`src/pkg/pai_pkg.sv`:
```
// Shared constants and types for the pixel ALU and array write interlock
package pai_pkg;
    // Widths
    localparam int DATA_W = 32;
    localparam int GB_W_DEF = 256;
    localparam int ALU_OP_W = 4;
    localparam int AOP_W = 3;
    localparam int BEAT_W = 2;

    // Pass-through stages between data capture and storage write
    localparam int ROP_STAGES = 4;

    // Pixel ALU opcodes, taken with write select high
    localparam logic [ALU_OP_W-1:0] ALU_OP_TAG_REPLACE = 4'h1;
    localparam logic [ALU_OP_W-1:0] ALU_OP_TAG_OR = 4'h2;
    localparam logic [ALU_OP_W-1:0] ALU_OP_WREG_PLANE_MASK = 4'h3;

    // Array opcodes for block writes
    localparam logic [AOP_W-1:0] AOP_WB2_UNMASKED = 3'h1;
    localparam logic [AOP_W-1:0] AOP_WB2_MASKED = 3'h2;
    localparam logic [AOP_W-1:0] AOP_WB3_UNMASKED = 3'h3;
    localparam logic [AOP_W-1:0] AOP_WB3_MASKED = 3'h4;

    // Block lengths in global bus cycles
    localparam logic [BEAT_W-1:0] WB2_BEATS = 2'h2;
    localparam logic [BEAT_W-1:0] WB3_BEATS = 2'h3;

    // Reset values
    localparam logic [DATA_W-1:0] TAG_RESET = 32'h00000000;
    localparam logic [DATA_W-1:0] MASK_RESET = 32'hFFFFFFFF;
    localparam logic [DATA_W-1:0] MASK_ALL = 32'hFFFFFFFF;

    // Operation carried down the pass-through pipe
    typedef enum logic [1:0] {
        PAI_KIND_NONE = 2'h0,
        PAI_KIND_TAG_REPLACE = 2'h1,
        PAI_KIND_TAG_OR = 2'h2,
        PAI_KIND_MASK_WRITE = 2'h3
    } pai_kind_t;

    typedef struct packed {
        logic valid;
        pai_kind_t kind;
        logic [DATA_W-1:0] data;
    } pai_stage_t;

    // Decoded block write request
    typedef struct packed {
        logic valid;
        logic masked;
        logic [BEAT_W-1:0] beats;
    } pai_wb_req_t;

    // Block write engine states
    typedef enum logic [1:0] {
        PAI_WB_IDLE = 2'h1,
        PAI_WB_XFER = 2'h2
    } pai_wb_state_t;
endpackage

```
`src/logic/pai_pass_pipe.sv`:
```
// Parameterised register pipe carrying ALU operations unmodified
`timescale 1ns/1ns
module pai_pass_pipe #(
    parameter int W = 8,
    parameter int DEPTH = 4
) (
    input wire logic clock,
    input wire logic rst_n,
    input wire logic [W-1:0] din,
    output logic [W-1:0] dout
);
    logic [W-1:0] stage_q [DEPTH];

    if (DEPTH < 1 || W < 1) begin : g_bad_param
        $error("pai_pass_pipe needs DEPTH and W of at least one");
    end

    // One stage per cycle, no change to the carried word
    always_ff @(posedge clock or negedge rst_n) begin
        if (!rst_n) begin
            for (int i = 0; i < DEPTH; i++) begin
                stage_q[i] <= '0;
            end
        end else begin
            stage_q[0] <= din;
            for (int i = 1; i < DEPTH; i++) begin
                stage_q[i] <= stage_q[i-1];
            end
        end
    end

    assign dout = stage_q[DEPTH-1];
endmodule // pai_pass_pipe

```
`src/logic/pai_pixel_alu_dram_interlock.sv`:
```
// Pixel ALU pass-through pipe, tag and plane mask storage, block write engine
`timescale 1ns/1ns
module pai_pixel_alu_dram_interlock import pai_pkg::*; #(
    parameter int GB_W = GB_W_DEF
) (
    input wire logic clock,
    input wire logic rst_n,
    input wire logic pixel_alu_cmd_valid,
    input wire logic pixel_alu_write_select,
    input wire logic [ALU_OP_W-1:0] pixel_alu_opcode,
    input wire logic [DATA_W-1:0] pixel_alu_data_bus,
    input wire logic array_cmd_valid,
    input wire logic [AOP_W-1:0] array_opcode,
    input wire logic [GB_W-1:0] pbuf_read_data,
    output logic [BEAT_W-1:0] pbuf_read_index,
    output logic gbus_write_valid,
    output logic [GB_W-1:0] gbus_write_data,
    output logic [GB_W-1:0] gbus_write_enable,
    output logic [BEAT_W-1:0] gbus_beat,
    output logic wb_busy,
    output logic wb_refused,
    output logic [DATA_W-1:0] dirty_tag,
    output logic [DATA_W-1:0] plane_mask
);
    localparam int LANES = GB_W / DATA_W;

    if (GB_W < DATA_W || (GB_W % DATA_W) != 0) begin : g_bad_param
        $error("GB_W must be a whole multiple of the ALU data width");
    end

    // Mask replicated across every pixel lane of the global bus
    function automatic logic [GB_W-1:0] expand_mask(input logic [DATA_W-1:0] m);
        logic [GB_W-1:0] r;
        r = '0;
        for (int i = 0; i < LANES; i++) begin
            r[i*DATA_W +: DATA_W] = m;
        end
        return r;
    endfunction

    // Pixel ALU command decode; unknown codes do nothing
    function automatic pai_kind_t decode_alu(input logic we, input logic [ALU_OP_W-1:0] op);
        pai_kind_t k;
        k = PAI_KIND_NONE;
        if (we) begin
            case (op)
                ALU_OP_TAG_REPLACE: k = PAI_KIND_TAG_REPLACE;
                ALU_OP_TAG_OR: k = PAI_KIND_TAG_OR;
                ALU_OP_WREG_PLANE_MASK: k = PAI_KIND_MASK_WRITE;
                default: k = PAI_KIND_NONE;
            endcase
        end
        return k;
    endfunction

    // Array command decode into length and mask use
    function automatic pai_wb_req_t decode_array(input logic en, input logic [AOP_W-1:0] op);
        pai_wb_req_t r;
        r = '0;
        if (en) begin
            case (op)
                AOP_WB2_UNMASKED: r = '{valid: 1'b1, masked: 1'b0, beats: WB2_BEATS};
                AOP_WB2_MASKED: r = '{valid: 1'b1, masked: 1'b1, beats: WB2_BEATS};
                AOP_WB3_UNMASKED: r = '{valid: 1'b1, masked: 1'b0, beats: WB3_BEATS};
                AOP_WB3_MASKED: r = '{valid: 1'b1, masked: 1'b1, beats: WB3_BEATS};
                default: r = '0;
            endcase
        end
        return r;
    endfunction

    // Reset release through two flops
    logic rst_meta_q;
    logic rst_sync_q;

    always_ff @(posedge clock or negedge rst_n) begin
        if (!rst_n) begin
            rst_meta_q <= 1'b0;
            rst_sync_q <= 1'b0;
        end else begin
            rst_meta_q <= 1'b1;
            rst_sync_q <= rst_meta_q;
        end
    end

    // Issue cycle: hold the decoded operation for the data cycle
    pai_kind_t cmd_kind_q;

    // command in n, data follows in n+1
    always_ff @(posedge clock or negedge rst_sync_q) begin
        if (!rst_sync_q) begin
            cmd_kind_q <= PAI_KIND_NONE;
        end else if (pixel_alu_cmd_valid) begin
            cmd_kind_q <= decode_alu(pixel_alu_write_select, pixel_alu_opcode);
        end else begin
            cmd_kind_q <= PAI_KIND_NONE;
        end
    end

    // Data cycle: pair the operation with the word on the data bus
    pai_stage_t pipe_in;
    pai_stage_t pipe_out;

    // mask value is taken in the cycle after the command
    always_comb begin
        pipe_in.valid = (cmd_kind_q != PAI_KIND_NONE);
        pipe_in.kind = cmd_kind_q;
        pipe_in.data = pixel_alu_data_bus;
    end

    // four unmodified stages, n+2 through n+5
    pai_pass_pipe #(
        .W($bits(pai_stage_t)),
        .DEPTH(ROP_STAGES)
    ) u_pass_pipe (
        .clock(clock),
        .rst_n(rst_sync_q),
        .din(pipe_in),
        .dout(pipe_out)
    );

    logic [DATA_W-1:0] dirty_tag_q;
    logic [DATA_W-1:0] plane_mask_q;

    // Tag storage updated from the last stage, new value seen from n+6
    // replace or OR into the stored tag
    always_ff @(posedge clock or negedge rst_sync_q) begin
        if (!rst_sync_q) begin
            dirty_tag_q <= TAG_RESET;
        end else if (pipe_out.valid && pipe_out.kind == PAI_KIND_TAG_REPLACE) begin
            dirty_tag_q <= pipe_out.data;
        end else if (pipe_out.valid && pipe_out.kind == PAI_KIND_TAG_OR) begin
            dirty_tag_q <= dirty_tag_q | pipe_out.data;
        end
    end

    // Plane mask loads only off the end of the pipe, never early
    // mask holds its old value until n+6
    always_ff @(posedge clock or negedge rst_sync_q) begin
        if (!rst_sync_q) begin
            plane_mask_q <= MASK_RESET;
        end else if (pipe_out.valid && pipe_out.kind == PAI_KIND_MASK_WRITE) begin
            plane_mask_q <= pipe_out.data;
        end
    end

    assign dirty_tag = dirty_tag_q;
    assign plane_mask = plane_mask_q;

    // Block write engine
    pai_wb_state_t wb_state_q;
    logic [BEAT_W-1:0] wb_len_q;
    logic [BEAT_W-1:0] wb_beat_q;
    logic [DATA_W-1:0] wb_mask_q;
    pai_wb_req_t wb_req;
    logic wb_last;
    logic wb_accept;
    logic [DATA_W-1:0] issue_mask;

    assign wb_req = decode_array(array_cmd_valid, array_opcode);
    assign wb_last = (wb_state_q == PAI_WB_XFER) && (wb_beat_q == wb_len_q - 2'h1);
    // a new block may start on the last beat, so writes chain back to back
    assign wb_accept = wb_req.valid && (wb_state_q == PAI_WB_IDLE || wb_last);
    // Mask frozen at issue so one block never mixes two masks; this settles the
    // straddle case the controller is told to avoid
    // issue by n+3 samples the old mask
    // issue by n+2 samples the old mask
    // issue from n+6 samples the new mask
    assign issue_mask = wb_req.masked ? plane_mask_q : MASK_ALL;

    // bus beats follow acceptance with no gap
    // three-cycle variant holds the bus for three beats
    always_ff @(posedge clock or negedge rst_sync_q) begin
        if (!rst_sync_q) begin
            wb_state_q <= PAI_WB_IDLE;
            wb_len_q <= '0;
            wb_beat_q <= '0;
            wb_mask_q <= MASK_ALL;
        end else begin
            case (wb_state_q)
                PAI_WB_IDLE: begin
                    if (wb_accept) begin
                        wb_state_q <= PAI_WB_XFER;
                        wb_len_q <= wb_req.beats;
                        wb_beat_q <= '0;
                        wb_mask_q <= issue_mask;
                    end
                end
                PAI_WB_XFER: begin
                    if (wb_accept) begin
                        wb_len_q <= wb_req.beats;
                        wb_beat_q <= '0;
                        wb_mask_q <= issue_mask;
                    end else if (wb_last) begin
                        wb_state_q <= PAI_WB_IDLE;
                        wb_beat_q <= '0;
                    end else begin
                        wb_beat_q <= wb_beat_q + 2'h1;
                    end
                end
                default: begin
                    wb_state_q <= PAI_WB_IDLE;
                end
            endcase
        end
    end

    // Beat the source must present before the next edge
    logic bus_load;
    logic [DATA_W-1:0] beat_mask;

    assign bus_load = wb_accept || (wb_state_q == PAI_WB_XFER && !wb_last);
    assign pbuf_read_index = wb_accept ? '0 : wb_beat_q + 2'h1;
    assign beat_mask = wb_accept ? issue_mask : wb_mask_q;

    logic gbus_valid_q;
    logic [GB_W-1:0] gbus_data_q;
    logic [GB_W-1:0] gbus_enable_q;
    logic [BEAT_W-1:0] gbus_beat_q;

    // Registered bus drive; mask gates both data and per-bit enable
    // each beat uses the mask captured at issue
    always_ff @(posedge clock or negedge rst_sync_q) begin
        if (!rst_sync_q) begin
            gbus_valid_q <= 1'b0;
            gbus_data_q <= '0;
            gbus_enable_q <= '0;
            gbus_beat_q <= '0;
        end else if (bus_load) begin
            gbus_valid_q <= 1'b1;
            gbus_data_q <= pbuf_read_data & expand_mask(beat_mask);
            gbus_enable_q <= expand_mask(beat_mask);
            gbus_beat_q <= pbuf_read_index;
        end else begin
            gbus_valid_q <= 1'b0;
            gbus_data_q <= '0;
            gbus_enable_q <= '0;
            gbus_beat_q <= '0;
        end
    end

    // Commands arriving mid-block are dropped; flagged for one cycle
    logic wb_refused_q;

    always_ff @(posedge clock or negedge rst_sync_q) begin
        if (!rst_sync_q) begin
            wb_refused_q <= 1'b0;
        end else begin
            wb_refused_q <= wb_req.valid && !wb_accept;
        end
    end

    assign gbus_write_valid = gbus_valid_q;
    assign gbus_write_data = gbus_data_q;
    assign gbus_write_enable = gbus_enable_q;
    assign gbus_beat = gbus_beat_q;
    assign wb_busy = gbus_valid_q; // High on every bus beat
    assign wb_refused = wb_refused_q;
endmodule // pai_pixel_alu_dram_interlock

```
`config.mk`:
```
export PLATFORM = sky130hd
export DESIGN_NAME = pai_pixel_alu_dram_interlock
export DESIGN_NICKNAME = d
export VERILOG_FILES = /design/src/pkg/pai_pkg.sv /design/src/logic/pai_pass_pipe.sv /design/src/logic/pai_pixel_alu_dram_interlock.sv
export SDC_FILE = /design/constraint.sdc
export NUM_CORES = 1
export LEC_CHECK = 0
export BUFFER_PORTS_ARGS = -buffer_cell sky130_fd_sc_hd__buf_2
export CAP_MARGIN = 20
export CORE_AREA = 2 2 348 350
export DETAILED_ROUTE_END_ITERATION = 10
export DIE_AREA = 0 0 350 352
export PLACE_DENSITY_LB_ADDON = 0.2
export SYNTH_ARGS = -nofsm -noshare
export SYNTH_HDL_FRONTEND = slang
export SYNTH_SLANG_ARGS = --single-unit
```
`constraint.sdc`:
```
create_clock -name clock -period 21.6 [get_ports clock]
set_input_delay 1.08 -clock clock [delete_from_list [all_inputs] [get_ports clock]]
set_output_delay 1.08 -clock clock [all_outputs]
set_load 0.02 [all_outputs]
```
==> results.sh <==
export IMPL_globalplace_congestion=0.778
export IMPL_initialDrtViolationCount=699
export IMPL_cts_sinks=538
export IMPL_cts_buffers=69
export IMPL_grt_max_degree=160
export IMPL_clock_latency_ns=0.62
export IMPL_comb_power_share_pct=28.6
export IMPL_rows=127
export IMPL_rrSetupSlack_ns=18.15
export IMPL_synth_common_cells="dfrtp_1, buf_4, a21boi_0"
export IMPL_die_x_um=350
export IMPL_clk_pin_slew_worst_paths_ns=0.06
export IMPL_cts_resized=0
export IMPL_reg2reg_to="gbus_write_data[60]"
export IMPL_p_sw_share_pct=36.6
export IMPL_crit_type="flop to output pin"
export IMPL_max_cap_viol_count=0
export IMPL_finalHoldViolCount=0
export IMPL_setup_violations=0
export IMPL_synth_top_area_share_pct=59.7
export IMPL_ant_nets=0
export IMPL_period_minus_slack_ns=4.31
export IMPL_tightest_slew_ns=1.03
export IMPL_final_cell_area_um2=26900
export IMPL_yosysUniqueCellTypes=47
export IMPL_synth_main_ff_cell="dfrtp_1"
export IMPL_core_area_um2=119000
export IMPL_htree_levels=3
export IMPL_grt_pass1_vias=14800
export IMPL_finalSetupTns_ns=0
export IMPL_post_dp_cell_area_um2=24500
export IMPL_start_util_pct=16.6
export IMPL_power_leakage_nw=14.0
export IMPL_internal_power_mw=2.23
export IMPL_cts_setup_buffers=0
export IMPL_cts_tree="built"
export IMPL_post_route_util_pct=22.6
export IMPL_drc=0
export IMPL_netlist_top_cells_area="dfrtp_1, buf_4, dfstp_2"
export IMPL_yosysMostFrequentCell="dfrtp_1"
export IMPL_ys_ff_latch=538
export IMPL_syn_area_um2=19800
export IMPL_crit_required_ns=20.52
export IMPL_crit_arrival_ns=3.23
export IMPL_synth_edf_count=0
export IMPL_switchingPower_mw=1.29
export IMPL_reg2reg_depth=7
export IMPL_synth_seq_area_share_pct=68.3
export IMPL_ir_drop_v=0.0000583
export IMPL_hold_buffers=0
export IMPL_dp_slack_ns=17.69
export IMPL_powerDensity_nw_per_um2=130
export IMPL_endpoint_kind="output pin"
export IMPL_grt_busiest_layer="met2"
export IMPL_setup_ws_ns=17.29
export IMPL_max_freq_mhz=232
export IMPL_synth_fp_nets=1698
export IMPL_yosys_warnings=0
export IMPL_grt_overflow_total=0
export IMPL_clockBufferDepth=3
export IMPL_via_per_inst=3.70
export IMPL_hold_ws_ns=0.250
export IMPL_track_usage_pct=12.0
export IMPL_met2_usage_pct=20.2
export IMPL_die_h_um=352
export IMPL_reg2reg_from="wb_state_q[0]"
export IMPL_drive_above_1_share_pct=54.0
export IMPL_rsz0062_at_grt="no"
export IMPL_yosysTopAreaCell="dfrtp_1"
export IMPL_drv_slew=0
export IMPL_fin_skew_ns=0.0134
export IMPL_layout_nets=2383
export IMPL_cts_root_buffer="clkbuf_16"
export IMPL_clkPwrFrac_pct=34.5
export IMPL_outcome="finished clean"
export IMPL_wirelength_mm=75.9
export IMPL_async_flop_share_pct=100
export IMPL_start_kind="flop"
export IMPL_dp_hpwl_mm=53.8
export IMPL_vias=13800
export IMPL_critical_path_max_fanout=38
export IMPL_avgSynthCellArea_um2=14.2
export IMPL_grt_use_met3_pct=3.44
export IMPL_synthCells=1396
export IMPL_wire_per_inst_um=20.3
export IMPL_slew_headroom_pct=31.1
export IMPL_hp_class="input pin to async pin"
export IMPL_met1_usage_pct=14.8
export IMPL_period_share_pct=20.0
export IMPL_io_pins=883
export IMPL_drt_first_pass_iters=4
export IMPL_p_seq_share_pct=36.8
export IMPL_port_buffers=882
export IMPL_area_growth_pct=35.9
export IMPL_die_area_um2=123000
export IMPL_grt_pass1_wl_mm=108
export IMPL_antenna_found_initial=6
[critical path, cell delays in order, from the launching register on]
cell and delay (ns):
dfstp_2 0.55, ha_4 0.40, buf_4 0.58, a21o_4 0.61, a21oi_1 0.23, buf_2 0.22
[registers in the layout, summed over array words and instances (netlist names)]
| register | count |
|---|---|
| gbus_write_data | 256 |
| u_pass_pipe.stage_q | 105 |
| u_pass_pipe.dout | 35 |
| dirty_tag | 32 |
| gbus_write_enable | 32 |
| plane_mask | 32 |
| wb_mask_q | 32 |
| cmd_kind_q | 2 |
| gbus_beat | 2 |
| wb_beat_q | 2 |
| wb_len_q | 2 |
| wb_state_q | 2 |
| gbus_write_valid | 1 |
| rst_meta_q | 1 |
| rst_sync_q | 1 |
| wb_refused | 1 |
[logic make-up (layout without fill, tap and decap cells)]
logic type                 after synthesis  count (layout)  synth area share [%]
muxes                                   34              34                  1.92
DFF                                    538             538                  68.3
and+or+nand+nor                        119             119                  3.12
AOI/OAI and AO/OA                      409             409                  16.5
buffers and inverters                  289            1023                  9.85
xor gates and xnor gates                 4               4                 0.177
adders and majority gates                2               2                 0.126
other                                    1               5                0.0189
[stage by stage]
step	power (mW)	cells
finish	3.51	3746
global route	3.69	3742
CTS	3.58	3742
detailed placement	2.33	3622
global placement	2.33	3622
floorplan	2.06	1396
[metal layers]
| layer | up-vias | wire (µm) |
|---|---|---|
| met3 | 120 | 5390 |
| met1 | 7120 | 31200 |
| met4 | 4 | 1900 |
| met2 | 522 | 37300 |
| met5 | - | 27 |
| li1 | 6077 | - |
[cell type report]
type | instances | area, µm²
repair buffers | 897 | 4550
diodes | 4 | 10.0
multi-input cells | 569 | 4410
flip-flops and latches | 538 | 13500
well taps | 1612 | 2020
clock buffers | 95 | 2000
inverters | 6 | 22.5
clock inverters | 25 | 394
fillers | 12800 | 92400
[placed cells by master (no fill, tap or decap), types with 4 or more instances in the layout]
master	count
clkbuf_8	15
a211oi_1	34
nand2_1	34
o221ai_2	30
a21boi_0	167
buf_4	13
clkbuf_1	10
bufinv_16	9
nor3_1	33
mux2_2	33
a21boi_1	89
inv_1	6
nand4_1	32
dfstp_2	65
dfrtp_1	472
a22o_1	32
diode_2	4
clkbuf_16	70
a21oi_1	39
buf_2	882
clkinv_2	6
inv_6	6
[power groups by stage]
stage / sequential (mW) / combinational, mW / clock (mW)
finish: 1.29 / 1.01 / 1.21
floorplan: 1.44 / 0.619 / 0
CTS: 1.30 / 1.02 / 1.26
global placement: 1.31 / 1.02 / 0
global route: 1.32 / 1.07 / 1.31
detailed placement: 1.31 / 1.02 / 0
[worst max-delay path by stage]
stage                     from  cells after the start                  end
5_1_grt          wb_state_q[0]                      5   pbuf_read_index[1]
3_3_place_gp   array_opcode[0]                      5   pbuf_read_index[1]
2_1_floorplan       rst_sync_q                      0        cmd_kind_q[0]
4_1_cts          wb_state_q[0]                      5   pbuf_read_index[1]
3_5_place_dp   array_opcode[0]                      6  gbus_write_data[60]
6_report         wb_state_q[0]                      5   pbuf_read_index[1]
Power figures use the tool's default switching activity.
